==> src/rtl/sau_pkg.sv <==
package sau_pkg;
	localparam int WORD_W     = 40;
	localparam int MAG_BITS   = 39;
	localparam int STEP_W     = 6;
	localparam logic [WORD_W-1:0] WORD_ZERO = 40'h00_0000_0000;
	localparam logic [WORD_W-1:0] WORD_ONE  = 40'h00_0000_0001;
	localparam int SIGN_POS   = WORD_W - 1;
	localparam int LSB_POS    = 0;
	localparam logic [STEP_W-1:0] STEP_ZERO = 6'h00;
	localparam logic [STEP_W-1:0] STEP_ONE  = 6'h01;
	localparam logic [STEP_W-1:0] STEP_LAST = 6'h27;

	typedef enum logic [3:0] {
		CMD_NONE  = 4'h0,
		CMD_LDACC = 4'h1,
		CMD_LDMQ  = 4'h2,
		CMD_LDOPR = 4'h3,
		CMD_LDAUX = 4'h4,
		CMD_ADD   = 4'h5,
		CMD_SUB   = 4'h6,
		CMD_SHL   = 4'h7,
		CMD_SHR   = 4'h8,
		CMD_MUL   = 4'h9,
		CMD_DIV   = 4'hA,
		CMD_CLRACC = 4'hB
	} sau_cmd_t;

	typedef struct packed {
		logic              valid;
		sau_cmd_t          cmd;
		logic [WORD_W-1:0] data;
		logic [STEP_W-1:0] count;
	} sau_req_t;

	typedef struct packed {
		logic              done;
		logic              busy;
		logic [WORD_W-1:0] accumulator;
		logic [WORD_W-1:0] multiplierQuotient;
		logic [WORD_W-1:0] operand;
		logic [WORD_W-1:0] controlAux;
	} sau_rsp_t;
endpackage : sau_pkg

==> src/rtl/sequential_arithmetic_unit.sv <==
// Function
// - Registers are 40 bits: sign plus 39 magnitude
// - Negatives held as complement with respect to two
// - Complement inverts bits then adds one
// - Transfers clear destination, then gate ones in; the sum is written into the partner without a clear
// - Straight path copies accumulator into its partner
// - Left diagonal path partner into accumulator
// - Right diagonal path; n shifts repeat steps
// - Four one-way paths join the pair; sum returns straight
// - Adder takes accumulator and operand or complement
// - Sum goes to partner, then back to accumulator
// - Subtract adds complement, sign carry dropped
// - Multiply: multiplier MQ, multiplicand operand, acc clear
// - Test MQ low bit; add multiplicand when one
// - Each multiply step shifts acc and MQ right
// - Acc low bit enters MQ top bit
// - Divide: dividend in acc, divisor in operand
// - Signs differ add divisor, agree add complement
// - Quotient bit into MQ low position
// - Shift acc and MQ left; repeat 39 times
// - Operand register never shifts in arithmetic
// - Second partner serves MQ like first serves acc
// - Auxiliary register serves control unit only
`timescale 1ns/10ps
module sequential_arithmetic_unit
	import sau_pkg::*;
#(
	parameter int STEPS = MAG_BITS
) (
	input  wire logic     clk,
	input  wire logic     rstn,
	input  wire sau_req_t request,
	output sau_rsp_t      response
);
	if (STEPS < 1 || STEPS > int'(STEP_LAST)) begin : g_steps_check
		$error("sequential_arithmetic_unit STEPS out of range");
	end

	localparam logic [STEP_W-1:0] STEP_COUNT = STEP_W'(STEPS);

	typedef enum logic [8:0] {
		ST_IDLE    = 9'h001,
		ST_CLRP    = 9'h002,
		ST_GATEP   = 9'h004,
		ST_CLRA    = 9'h008,
		ST_GATEA   = 9'h010,
		ST_SUMP    = 9'h020,
		ST_SUMCLR  = 9'h040,
		ST_SUMBACK = 9'h080,
		ST_DONE    = 9'h100
	} sau_state_t;

	typedef enum logic [2:0] {
		SEQ_SHIFT = 3'h1,
		SEQ_MUL   = 3'h2,
		SEQ_DIV   = 3'h4
	} sau_seq_t;

	typedef struct packed {
		sau_state_t        state;
		sau_seq_t          seq;
		logic              shiftLeft;
		logic              doAdd;
		logic              subtract;
		logic              quotientBit;
		logic              singleAdd;
		logic [STEP_W-1:0] stepsLeft;
		logic [WORD_W-1:0] accShiftPartner;
		logic [WORD_W-1:0] accumulator;
		logic [WORD_W-1:0] mqShiftPartner;
		logic [WORD_W-1:0] multiplierQuotient;
		logic [WORD_W-1:0] operand;
		logic [WORD_W-1:0] controlAux;
		sau_rsp_t          rsp;
	} sau_core_t;

	sau_core_t         core_reg;
	sau_core_t         core_next;
	logic [WORD_W-1:0] adderSum;

	// Left diagonal gate: bit i of destination from bit i-1 of source
	function automatic logic [WORD_W-1:0] gateLeft(
		input logic [WORD_W-1:0] src,
		input logic              fill
	);
		gateLeft = {src[WORD_W-2:0], fill};
	endfunction : gateLeft

	// Right diagonal gate: bit i of destination from bit i+1 of source
	function automatic logic [WORD_W-1:0] gateRight(
		input logic [WORD_W-1:0] src,
		input logic              fill
	);
		gateRight = {fill, src[WORD_W-1:1]};
	endfunction : gateRight

	sau_adder #(
		.WIDTH       (WORD_W)
	) adder (
		.addendA     (core_reg.accumulator),
		.addendB     (core_reg.operand),
		.complementB (core_reg.subtract),
		.sum         (adderSum)
	);

	always_comb begin
		core_next = core_reg;
		core_next.rsp.done = 1'b0;
		unique case (core_reg.state)
			ST_IDLE: begin
				if (request.valid) begin
					unique case (request.cmd)
						CMD_LDACC: begin
							core_next.accumulator = request.data;
						end
						CMD_LDMQ: begin
							core_next.multiplierQuotient = request.data;
						end
						CMD_LDOPR: begin
							core_next.operand = request.data;
						end
						CMD_LDAUX: begin
							core_next.controlAux = request.data;
						end
						CMD_CLRACC: begin
							core_next.accumulator = WORD_ZERO;
						end
						CMD_ADD, CMD_SUB: begin
							core_next.seq = SEQ_SHIFT;
							core_next.singleAdd = 1'b1;
							core_next.subtract = (request.cmd == CMD_SUB);
							core_next.state = ST_SUMP;
						end
						CMD_SHL, CMD_SHR: begin
							if (request.count != STEP_ZERO) begin
								core_next.seq = SEQ_SHIFT;
								core_next.singleAdd = 1'b0;
								core_next.doAdd = 1'b0;
								core_next.shiftLeft = (request.cmd == CMD_SHL);
								core_next.stepsLeft = request.count;
								core_next.state = ST_CLRP;
							end
						end
						CMD_MUL: begin
							core_next.seq = SEQ_MUL;
							core_next.accumulator = WORD_ZERO;
							core_next.singleAdd = 1'b0;
							core_next.shiftLeft = 1'b0;
							core_next.subtract = 1'b0;
							core_next.stepsLeft = STEP_COUNT;
							core_next.doAdd =
								core_reg.multiplierQuotient[LSB_POS];
							core_next.state = core_next.doAdd ? ST_SUMP : ST_CLRP;
						end
						CMD_DIV: begin
							core_next.seq = SEQ_DIV;
							core_next.singleAdd = 1'b0;
							core_next.shiftLeft = 1'b1;
							core_next.stepsLeft = STEP_COUNT;
							core_next.doAdd = 1'b1;
							core_next.subtract = (core_reg.accumulator[SIGN_POS]
								== core_reg.operand[SIGN_POS]);
							core_next.quotientBit = ~core_next.subtract;
							core_next.state = ST_SUMP;
						end
						default: begin
						end
					endcase
				end
			end
			ST_SUMP: begin
				core_next.accShiftPartner = adderSum;
				core_next.state = ST_SUMCLR;
			end
			ST_SUMCLR: begin
				core_next.accumulator = WORD_ZERO;
				core_next.state = ST_SUMBACK;
			end
			ST_SUMBACK: begin
				core_next.accumulator =
					core_reg.accumulator | core_reg.accShiftPartner;
				if (core_reg.singleAdd) begin
					core_next.state = ST_DONE;
				end else begin
					if (core_reg.seq == SEQ_DIV) begin
						core_next.multiplierQuotient[LSB_POS] =
							core_reg.quotientBit;
					end
					core_next.state = ST_CLRP;
				end
			end
			ST_CLRP: begin
				core_next.accShiftPartner = WORD_ZERO;
				core_next.mqShiftPartner = WORD_ZERO;
				core_next.state = ST_GATEP;
			end
			ST_GATEP: begin
				core_next.accShiftPartner =
					core_reg.accShiftPartner | core_reg.accumulator;
				core_next.mqShiftPartner =
					core_reg.mqShiftPartner | core_reg.multiplierQuotient;
				core_next.state = ST_CLRA;
			end
			ST_CLRA: begin
				core_next.accumulator = WORD_ZERO;
				if (core_reg.seq != SEQ_SHIFT) begin
					core_next.multiplierQuotient = WORD_ZERO;
				end
				core_next.state = ST_GATEA;
			end
			ST_GATEA: begin
				core_next.stepsLeft = core_reg.stepsLeft - STEP_ONE;
				unique case (core_reg.seq)
					SEQ_SHIFT: begin
						if (core_reg.shiftLeft) begin
							core_next.accumulator = gateLeft(
								core_reg.accShiftPartner, 1'b0);
						end else begin
							core_next.accumulator = gateRight(
								core_reg.accShiftPartner, 1'b0);
						end
					end
					SEQ_MUL: begin
						core_next.accumulator = gateRight(
							core_reg.accShiftPartner,
							core_reg.accShiftPartner[SIGN_POS]);
						core_next.multiplierQuotient = gateRight(
							core_reg.mqShiftPartner,
							core_reg.accShiftPartner[LSB_POS]);
					end
					SEQ_DIV: begin
						core_next.accumulator = gateLeft(
							core_reg.accShiftPartner,
							core_reg.mqShiftPartner[SIGN_POS]);
						core_next.multiplierQuotient = gateLeft(
							core_reg.mqShiftPartner, 1'b0);
					end
					default: begin
					end
				endcase
				if (core_reg.stepsLeft == STEP_ONE) begin
					core_next.state = ST_DONE;
				end else if (core_reg.seq == SEQ_MUL) begin
					core_next.doAdd = core_reg.mqShiftPartner[LSB_POS + 1];
					core_next.state =
						core_next.doAdd ? ST_SUMP : ST_CLRP;
				end else if (core_reg.seq == SEQ_DIV) begin
					core_next.subtract = (core_next.accumulator[SIGN_POS]
						== core_reg.operand[SIGN_POS]);
					core_next.quotientBit = ~core_next.subtract;
					core_next.state = ST_SUMP;
				end else begin
					core_next.state = ST_CLRP;
				end
			end
			ST_DONE: begin
				core_next.rsp.done = 1'b1;
				core_next.state = ST_IDLE;
			end
			default: begin
				core_next.state = ST_IDLE;
			end
		endcase
		core_next.rsp.busy = (core_next.state != ST_IDLE);
		core_next.rsp.accumulator = core_next.accumulator;
		core_next.rsp.multiplierQuotient = core_next.multiplierQuotient;
		core_next.rsp.operand = core_next.operand;
		core_next.rsp.controlAux = core_next.controlAux;
	end

	always_ff @(posedge clk or negedge rstn) begin
		if (!rstn) begin
			core_reg.state <= ST_IDLE;
			core_reg.seq <= SEQ_SHIFT;
			core_reg.shiftLeft <= 1'b0;
			core_reg.doAdd <= 1'b0;
			core_reg.subtract <= 1'b0;
			core_reg.quotientBit <= 1'b0;
			core_reg.singleAdd <= 1'b0;
			core_reg.stepsLeft <= STEP_ZERO;
			core_reg.accShiftPartner <= WORD_ZERO;
			core_reg.accumulator <= WORD_ZERO;
			core_reg.mqShiftPartner <= WORD_ZERO;
			core_reg.multiplierQuotient <= WORD_ZERO;
			core_reg.operand <= WORD_ZERO;
			core_reg.controlAux <= WORD_ZERO;
			core_reg.rsp <= '0;
		end else begin
			core_reg <= core_next;
		end
	end

	assign response = core_reg.rsp;

	// Four gate paths exist between accumulator and its partner; only one runs toward the partner
endmodule : sequential_arithmetic_unit

==> src/rtl/sau_adder.sv <==
`timescale 1ns/10ps
module sau_adder
	import sau_pkg::*;
#(
	parameter int WIDTH = WORD_W
) (
	input  wire logic [WIDTH-1:0] addendA,
	input  wire logic [WIDTH-1:0] addendB,
	input  wire logic             complementB,
	output logic      [WIDTH-1:0] sum
);
	if (WIDTH < 2) begin : g_width_check
		$error("sau_adder width too small");
	end

	logic [WIDTH-1:0] operandB;

	always_comb begin
		operandB = addendB;
		if (complementB) begin
			operandB = (~addendB) + WIDTH'(1);
		end
		sum = addendA + operandB;
	end
endmodule : sau_adder

==> config.mk <==
export PLATFORM = sky130hd
export DESIGN_NAME = sequential_arithmetic_unit
export DESIGN_NICKNAME = d
export VERILOG_FILES = /design/src/rtl/sau_pkg.sv /design/src/rtl/sequential_arithmetic_unit.sv /design/src/rtl/sau_adder.sv
export SDC_FILE = /design/constraint.sdc
export NUM_CORES = 1
export LEC_CHECK = 0
export ABC_AREA = 1
export BUFFER_PORTS_ARGS = -buffer_cell sky130_fd_sc_hd__buf_2
export CELL_PAD_IN_SITES_DETAIL_PLACEMENT = 1
export CELL_PAD_IN_SITES_GLOBAL_PLACEMENT = 1
export CORE_UTILIZATION = 46
export CTS_BUF_LIST = sky130_fd_sc_hd__clkbuf_16
export DETAILED_ROUTE_END_ITERATION = 16
export PLACE_DENSITY = 0.88
export SYNTH_ARGS = -nofsm -noshare
export SYNTH_HDL_FRONTEND = slang
export SYNTH_HIERARCHICAL = 1
export SYNTH_SLANG_ARGS = --single-unit
==> constraint.sdc <==
create_clock -name clk -period 4.1 [get_ports clk]
set_input_delay 0.82 -clock clk [delete_from_list [all_inputs] [get_ports clk]]
set_output_delay 0.82 -clock clk [all_outputs]
set_load 0.005 [all_outputs]
Yosys cells after proc, flatten, opt, wreduce, memory -nomap -nowiden --
Index checks and enable logic that the tools add are counted.
Cells by class: $add $sub $neg 3, eq/ne operators 44, muxes and demuxes 41, bitwise operators 5, reduce and logical (&&, ||, !) cells 27
Operators by type and width (number):
- 40-bit 2-to-1 mux | 8
- 40-bit case mux with 2 select lines | 3
- 40-bit case mux with 3 select lines | 2
- 40-bit case mux with 4 select lines | 1
- 120-bit 2-to-1 mux | 1
- 39-bit case mux with 3 select lines | 1
- 40-bit bitwise OR | 2
- 9-bit case mux with 8 select lines | 1
- 12-bit case mux with 4 select lines | 1
- 40-bit by 1-bit adder with 40-bit output, second input constant | 1
- 40-bit adder | 1
- 40-bit inverter | 1
- 9-bit 2-to-1 mux | 3
- 6-bit case mux with 2 select lines | 2
- 23-bit 2-to-1 mux | 1
- 4-bit AND reduction | 5
- 6-bit 2-to-1 mux | 3
- 4-bit by 3-bit == test with 1-bit output, second input constant | 4
- 4-bit == test, second input constant | 4
- 2-bit inequality test, second input constant | 8
- 14-bit 2-to-1 mux | 1
- 6-bit AND reduction | 2
- 3-bit nonzero test | 4
- 4-bit nonzero test | 3
- 38 further kinds | 57
Word-level totals: flip-flop bits (word level) 264, output and inout port bits 162, word-level logic and storage cells 137

Longest topological paths before layout --
Gate-level depths: netlist of the first run.
depth after elaboration 9, depth in mapped cells 26, depth with buffers taken out 26

By module --
Netlist of the first run, hierarchy kept.
By module, submodules not included:
- sequential_arithmetic_unit | instances 1, cells each 2322, area an instance 15977.8 um^2, seq. area each 6608.8 um^2
- sau_adder | instances 1, cells each 826, area an instance 4196.5 um^2, seq. area each 0.0 um^2

Worst setup path before layout of the first run --
No wires, ideal clock.
path type register to register, start reg, netlist name response[40], end reg core_reg[399] in the netlist's numbering, library setup time 0.130 ns, arrival 2.611 ns, slack 1.360 ns, stages on the path, launching flop included 23, buffers on the path 0, clock period less this slack 2.740 ns, cell sequence dfrtp_1 -> inv_1 -> ha_1 -> nand2_2 -> nor2_4 -> nand2_4 -> o21ai_0 -> xnor2_1 -> ha_1 -> nand2_1 -> inv_1 -> a21oi_1 -> nand2_1 -> nand2_1 -> nand3_2 -> nand2_1 -> nand2_1 -> nand2_1 -> nand2_1 -> inv_1 -> o22ai_1 -> nand2_1 -> o21ai_1
RTL lines:
- end signal: assignment | line sequential_arithmetic_unit.sv:289 | core_reg <= core_next;
- end: declaration | line sequential_arithmetic_unit.sv:77 | sau_core_t core_reg;

==> results of run 1 <==
-- layout make-up --
cell class                 instances  area, µm²
timing repair buffer             245       1339
clock inverter                    26      185.2
tap                              585      732.0
fill                            5970      21680
antenna                            2      5.005
inverter                         376       1413
clock buffer                      31      775.7
multi-input combinational       2223      10430
sequential                       264       6609
-- through the flow --
step | power, µW | utilization, % | area [µm²] | worst slack (ns)
floorplan | 11410 | - | 20170 | 1.360
global placement | 13580 | 47.51 | 20510 | 0.2491
detailed placement | 13980 | 47.51 | 20510 | 0.2375
CTS | 16830 | 49.74 | 21470 | 0.1987
global route | 18200 | 49.77 | 21490 | 0.1060
finish | 16900 | 49.78 | 21490 | 0.4254
-- cell families (layout without fill, tap and decap cells) --
kind of cell | Yosys count | after routing | share of synthesized area (%)
DFF | 264 | 264 | 32.76
and+or+nand+nor | 1714 | 1714 | 35.05
xor gates and xnor gates | 58 | 58 | 2.518
buffers and inverters | 661 | 678 | 15.78
AOI/OAI and AO/OA | 405 | 405 | 11.01
adders and majority gates | 46 | 46 | 2.890
other | 0 | 2 | 0
-- what timing repair did --
action                                  4_1_cts  5_1_grt
setup buffers                                 0        0
endpoints found under the setup margin        0        3
gates resized for setup                       0        3
-- routing by layer --
layer  wire length (µm)  track usage (%)  up-vias
met5                  0                0        -
met2              35860            57.43      726
met1              34630            48.08    10392
met4               3342            14.69        0
li1                   -                -     9651
met3               6354            8.011      175
-- power breakdown --
part | switching (µW) | internal (µW) | total [µW]
clock network | 1240 | 1500 | 2730
logic | 6130 | 3140 | 9270
registers | 1270 | 3630 | 4900
total | 8640 | 8270 | 16900
-- cell usage in the layout (no fill, tap or decap), types with 25 or more instances in the layout --
master	count
o22ai_1	77
buf_4	29
nand2_1	1078
dfrtp_1	262
inv_1	370
nor2_1	392
xor2_1	39
a31oi_1	33
a21oi_1	83
o21ai_1	28
nand3_1	90
o21ai_0	167
buf_2	213
clkbuf_16	31
ha_1	45
nand3b_1	46
nor2_2	25
-- worst min-delay path by stage --
stage,cells after the start,start,slack (ns),end
after floorplan,2,core_reg[407],0.44,core_reg[407]
after global placement,2,core_reg[407],0.46,core_reg[407]
after detailed placement,2,response[27],0.47,response[27]
after CTS,1,rstn,0.22,core_reg[404]
after global routing,1,rstn,0.25,core_reg[402]
final,1,rstn,0.20,core_reg[404]
-- cell usage after synthesis, types with 2 or more instances --
cell | instances | area [µm²]
o21ai_1 | 29 | 145.1
buf_6 | 4 | 45.04
clkbuf_1 | 73 | 274.0
o21ai_2 | 2 | 17.52
nor2_4 | 9 | 101.4
nand3_1 | 90 | 450.4
buf_2 | 35 | 175.2
dfrtp_1 | 262 | 6556
nand3_2 | 14 | 140.1
nor2_1 | 397 | 1490
nor3_1 | 23 | 115.1
dfstp_2 | 2 | 52.55
a21oi_1 | 85 | 425.4
o21ai_0 | 167 | 835.8
nand4_1 | 14 | 87.58
inv_1 | 363 | 1363
xnor2_1 | 18 | 157.7
a21boi_0 | 2 | 15.01
nor4_1 | 3 | 18.77
buf_1 | 5 | 18.77
nand2_2 | 14 | 87.58
xor2_1 | 40 | 350.3
nand2_1 | 1079 | 4050
buf_4 | 167 | 1254
o21bai_1 | 4 | 30.03
a21o_1 | 2 | 15.01
inv_2 | 13 | 48.80
nand4_2 | 2 | 25.02
nor2_2 | 20 | 125.1
a31oi_1 | 33 | 206.5
nand3b_1 | 46 | 345.3
o22ai_1 | 77 | 481.7
ha_1 | 45 | 563.0
-- worst reg2reg max path, cell delays in order, from the launching register on --
cell and delay (ns):
dfrtp_1 0.41, inv_1 0.09, ha_1 0.27, inv_1 0.10, nor2_2 0.24, inv_1 0.11
nand2_1 0.12, xor2_2 0.32, ha_1 0.35, nand2_1 0.16, inv_1 0.08, a21oi_1 0.14
nand2_1 0.20, nand2_1 0.14, nand3_2 0.17, nand2_1 0.13, nand3_1 0.08, nand2_1 0.15
inv_1 0.06, o22ai_1 0.12, nand2_1 0.07, nand2_1 0.09
==> flow_metrics.env, run 1 <==
export IMPL_path_class="reg -> reg"
export IMPL_firstDrtPassIters=5
export IMPL_critPathLaunch="response[40]"
export IMPL_setup_viol=0
export IMPL_clk_insertion_delay_late_ns=0.61
export IMPL_ir_worst_vdd_mv=0.4556
export IMPL_tns_ns=0
export IMPL_die_area_mm2=0.04470
export IMPL_track_usage_pct=36.34
export IMPL_viasPerCell=5.582
export IMPL_synth_flop_cell="dfrtp_1"
export IMPL_finalClockSkew_ns=0.01808
export IMPL_std_cell_rows=76
export IMPL_cp_buffers_inverters=5
export IMPL_reg2reg_from="response[40]"
export IMPL_root_buffer="clkbuf_16"
export IMPL_cp_data_arrival_time_ns=4.22
export IMPL_required_ns=4.65
export IMPL_area_delta_synth_final_pct=6.531
export IMPL_synth_edf_count=0
export IMPL_grt_first_pass_wirelength_um=125200
export IMPL_gr_total_overflow=0
export IMPL_synthCells=3148
export IMPL_portBuffers=214
export IMPL_cpPeakStageDelay_ns=0.41
export IMPL_yosys_warnings=6
export IMPL_ios=215
export IMPL_die_y_um=211.4
export IMPL_holdBufCountCts=0
export IMPL_grt_max_degree=81
export IMPL_cp_depth=21
export IMPL_drt_total_wl_um=80190
export IMPL_path_clk_slew_ns=0.06
export IMPL_synth_cell_types=42
export IMPL_num_vias=20944
export IMPL_avgRoutedWirePerCell_um=21.37
export IMPL_ctsLongestPathBuffers=3
export IMPL_grt_pass1_vias=21735
export IMPL_cp_endpoint="core_reg[393]"
export IMPL_final_cells=3752
export IMPL_cp_slowest_cell="dfrtp_1"
export IMPL_maxCapViolations=0
export IMPL_layout_nets=3240
export IMPL_worstHoldPathType="in -> async"
export IMPL_avgSynthCellArea_um2=6.409
export IMPL_async_reset_ff_share_pct=100.0
export IMPL_drt_iter0_drc=1700
export IMPL_dp_hpwl_um=59530
export IMPL_power_density_mw_per_mm2=786.5
export IMPL_htreeDepth=1
export IMPL_p_leak_uw=0.01179
export IMPL_synth_area_mm2=0.02017
export IMPL_path_max_fanout=4
export IMPL_reg2reg_depth=21
export IMPL_cts_sinks=264
export IMPL_path_cells="inv_1, ha_1, inv_1, nor2_2, inv_1, nand2_1, xor2_2, ha_1, nand2_1, inv_1, a21oi_1, nand2_1, nand2_1, nand3_2, nand2_1, nand3_1, nand2_1, inv_1, o22ai_1, nand2_1, nand2_1"
export IMPL_max_slew_worst_pin_slew_ns=1.033
export IMPL_die_x_um=211.4
export IMPL_cts_tree="done"
export IMPL_ys_ff_latch=264
export IMPL_yosysSeqAreaShare_pct=32.76
export IMPL_cp_start_kind="register"
export IMPL_r2r_end="core_reg[393]"
export IMPL_max_freq_ghz=0.2721
export IMPL_whs_ns=0.2016
export IMPL_endpoint_kind="register"
export IMPL_status="finished, final reports clean"
export IMPL_antenna_found_initial=1
export IMPL_fin_crit_sh_pct=89.63
export IMPL_syn_nets=3247
export IMPL_crit_family="simple AND/OR/NAND/NOR gates"
export IMPL_rsz0062_at_grt="false"
export IMPL_dp_cells=3693
export IMPL_min_period_ns=3.675
export IMPL_crit_top_cell="nand2_1"
export IMPL_r2r_slack_ns=0.43
export IMPL_hold_viol=0
export IMPL_largest_register_ffs=162
export IMPL_drive_gt1_share_pct=11.91
export IMPL_initial_core_util_pct=46.73
export IMPL_gp_congestion=1.010
export IMPL_slew_violations=0
export IMPL_max_slew_margin_pct=31.05
export IMPL_cts_buffers=31
export IMPL_drc=0
export IMPL_antenna_left=0
export IMPL_core_area_mm2=0.04317
No activity file was read; power rests on OpenSTA's default activity.
==> run 2, diff against run 1 <==
Settings changed: ABC_AREA 1 to unset, CORE_UTILIZATION 46 to 49, CTS_BUF_LIST sky130_fd_sc_hd__clkbuf_16 to unset.
==> run 2 against run 1 <==
  * Sequential power increased by 4.7%
  * Die area is 22% lower
  * The run now ends with negative setup slack left
  * Fmax shrank 25%
  * Via count decreased by 24%
  * Total power grew 34%
  * Register-to-register slack lost 1.3 ns
  * Count of clock-buffer cells in the layout up 14
  * Wire length decreased by 19%
  * Synthesized cell count fell by 42%
  * Clock skew down 0.0025 ns
==> flow_metrics.env, run 2 <==
export IMPL_num_vias=15918
export IMPL_diodes=0
export IMPL_layout_common_cells="dfrtp_1, buf_2, o21ai_0"
export IMPL_portBuffers=214
export IMPL_grt_first_pass_wirelength_um=98460
export IMPL_fin_crit_sh_pct=120.2
export IMPL_grt_max_degree=119
export IMPL_ir_worst_vdd_mv=0.5233
export IMPL_path_cells="or4_4, or3_4, or4_4, or4_4, buf_4, o41ai_4, xnor2_1, ha_2, and3_4, nand4_1, a211oi_2, a311oi_2, buf_4, nand4b_1, o211ai_1, xnor2_1, mux2i_1, o22ai_1"
export IMPL_layout_nets=2093
export IMPL_cts_buffers=30
export IMPL_synth_flop_cell="dfrtp_1"
export IMPL_synthCells=1841
export IMPL_synth_top_area_cell="dfrtp_1"
export IMPL_async_reset_ff_share_pct=100.0
export IMPL_avgSynthCellArea_um2=9.139
export IMPL_antenna_found_initial=0
export IMPL_firstDrtPassIters=5
export IMPL_path_max_fanout=7
export IMPL_r2r_slack_ns=-0.83
export IMPL_htreeDepth=1
export IMPL_cts_sinks=264
export IMPL_grt_pass1_vias=16750
export IMPL_cts_tree="done"
export IMPL_dp_hpwl_um=42610
export IMPL_path_class="reg -> reg"
export IMPL_gp_congestion=0.8930
export IMPL_root_buffer="clkbuf_16"
export IMPL_die_x_um=187.3
export IMPL_track_usage_pct=35.62
export IMPL_whs_ns=0.3144
export IMPL_synth_top_area_share_pct=38.97
export IMPL_total_power_uw=22620
export IMPL_status="complete, but fails checks"
export IMPL_drive_gt1_share_pct=29.96
export IMPL_path_clk_slew_ns=0.07
export IMPL_yosys_warnings=6
export IMPL_min_period_ns=4.928
export IMPL_antenna_left=0
export IMPL_clk_insertion_delay_late_ns=0.58
export IMPL_largest_register_ffs=162
export IMPL_timing_final_ws_setup_ns=-0.8275
export IMPL_drc=0
export IMPL_syn_nets=1940
export IMPL_synthTopCellsByCount="dfrtp_1, o21ai_0, nand2_1, buf_4, a21oi_1"
export IMPL_die_area_mm2=0.03508
export IMPL_yosysSeqAreaShare_pct=39.28
export IMPL_mostFrequentLayoutCell="dfrtp_1"
export IMPL_synth_cell_types=81
export IMPL_core_area_mm2=0.03370
export IMPL_avgRoutedWirePerCell_um=26.51
export IMPL_crit_top_cell="or4_4"
export IMPL_finalClockSkew_ns=0.01559
export IMPL_ys_ff_latch=264
export IMPL_yosysMostFrequentCell="dfrtp_1"
export IMPL_slew_violations=0
export IMPL_violations="negative setup slack"
export IMPL_crit_family="simple AND/OR/NAND/NOR gates"
export IMPL_std_cell_rows=67
export IMPL_drt_total_wl_um=65330
export IMPL_p_leak_uw=0.009433
export IMPL_initial_core_util_pct=49.93
export IMPL_setup_viol=19
export IMPL_r2r_end="core_reg[400]"
export IMPL_reg2reg_depth=18
export IMPL_maxCapViolations=0
export IMPL_drt_iter0_drc=1368
export IMPL_holdBufCountCts=0
export IMPL_yosys_top_cells_area="dfrtp_1, buf_4, o21ai_0"
export IMPL_synth_area_mm2=0.01682
export IMPL_cp_slowest_cell="or4_4"
export IMPL_viasPerCell=6.460
export IMPL_die_y_um=187.3
export IMPL_ios=215
export IMPL_required_ns=4.52
export IMPL_max_freq_ghz=0.2029
export IMPL_worstHoldPathType="in -> async"
export IMPL_gr_total_overflow=0
export IMPL_endpoint_kind="register"
export IMPL_ctsLongestPathBuffers=3
export IMPL_cp_start_kind="register"
export IMPL_rsz0062_at_grt="true"
export IMPL_hold_viol=0
export IMPL_reg2reg_from="response[52]"
export IMPL_cp_buffers_inverters=2
export IMPL_area_delta_synth_final_pct=19.20
export IMPL_synth_edf_count=0
export IMPL_power_density_mw_per_mm2=1128
export IMPL_cpPeakStageDelay_ns=0.57
export IMPL_cp_data_arrival_time_ns=5.35
export IMPL_max_slew_worst_pin_slew_ns=1.078
export IMPL_n_fill_cell=3859
export IMPL_max_slew_margin_pct=28.10
-- run 2: per-layer routing --
metal	global-route usage, %	wire length, µm
met4	19.64	3816
met5	0	0
met3	5.779	4400
met1	43.57	25820
met2	59.95	31300
-- run 2: kinds of logic after synthesis --
family	Yosys count	synth area share, %
DFF	264	39.28
AOI/OAI and AO/OA	598	23.25
buffers and inverters	332	11.18
xor gates and xnor gates	84	4.373
and+or+nand+nor	419	12.30
adders and majority gates	46	3.465
muxes	98	6.143
-- run 2: layout make-up --
cell class	count	area, µm²	area share (%)
Clock buffer	45	938.4	4.679
Clock inverter	9	173.9	0.8672
Inverter	57	214.0	1.067
Multi-Input combinational cell	1245	9037	45.06
Sequential cell	264	6609	32.95
Tap cell	448	560.5	2.795
Timing Repair Buffer	396	2522	12.58
-- run 2: where the power goes --
part	internal [µW]	switching, µW
clock network	1880	1180
registers	3690	1440
logic	6590	7830
total	12200	10500
-- run 2: stage by stage --
step	cell area [µm²]	TNS, ns	worst slack (ns)	std cells	utilization [%]
finish	20060	-10.40	-0.8275	2464	59.51
global route	20060	-12.36	-0.9741	2464	59.51
CTS	19730	-8.177	-0.7465	2456	58.56
detailed placement	18120	-9.155	-0.8160	2383	53.76
global placement	18120	-6.983	-0.6873	2383	53.76
floorplan	16900	-3.173	-0.5806	1841	-
-- run 2: repair_timing --
item / 4_1_cts / 5_1_grt
setup buffers: 22 / 10
resized for setup: 79 / 56
pin swaps: 44 / 41
setup endpoints to repair: 22 / 22
-- run 2: worst max path at each step --
stage / slack [ns] / endpoint / start / cells after the start
5_1_grt: -0.97 / core_reg[400] / response[52] / 18
6_report: -0.83 / core_reg[400] / response[52] / 18
3_5_place_dp: -0.82 / core_reg[401] / response[51] / 17
4_1_cts: -0.75 / core_reg[398] / response[51] / 17
3_3_place_gp: -0.69 / core_reg[401] / response[51] / 17
2_1_floorplan: -0.58 / core_reg[398] / response[51] / 18
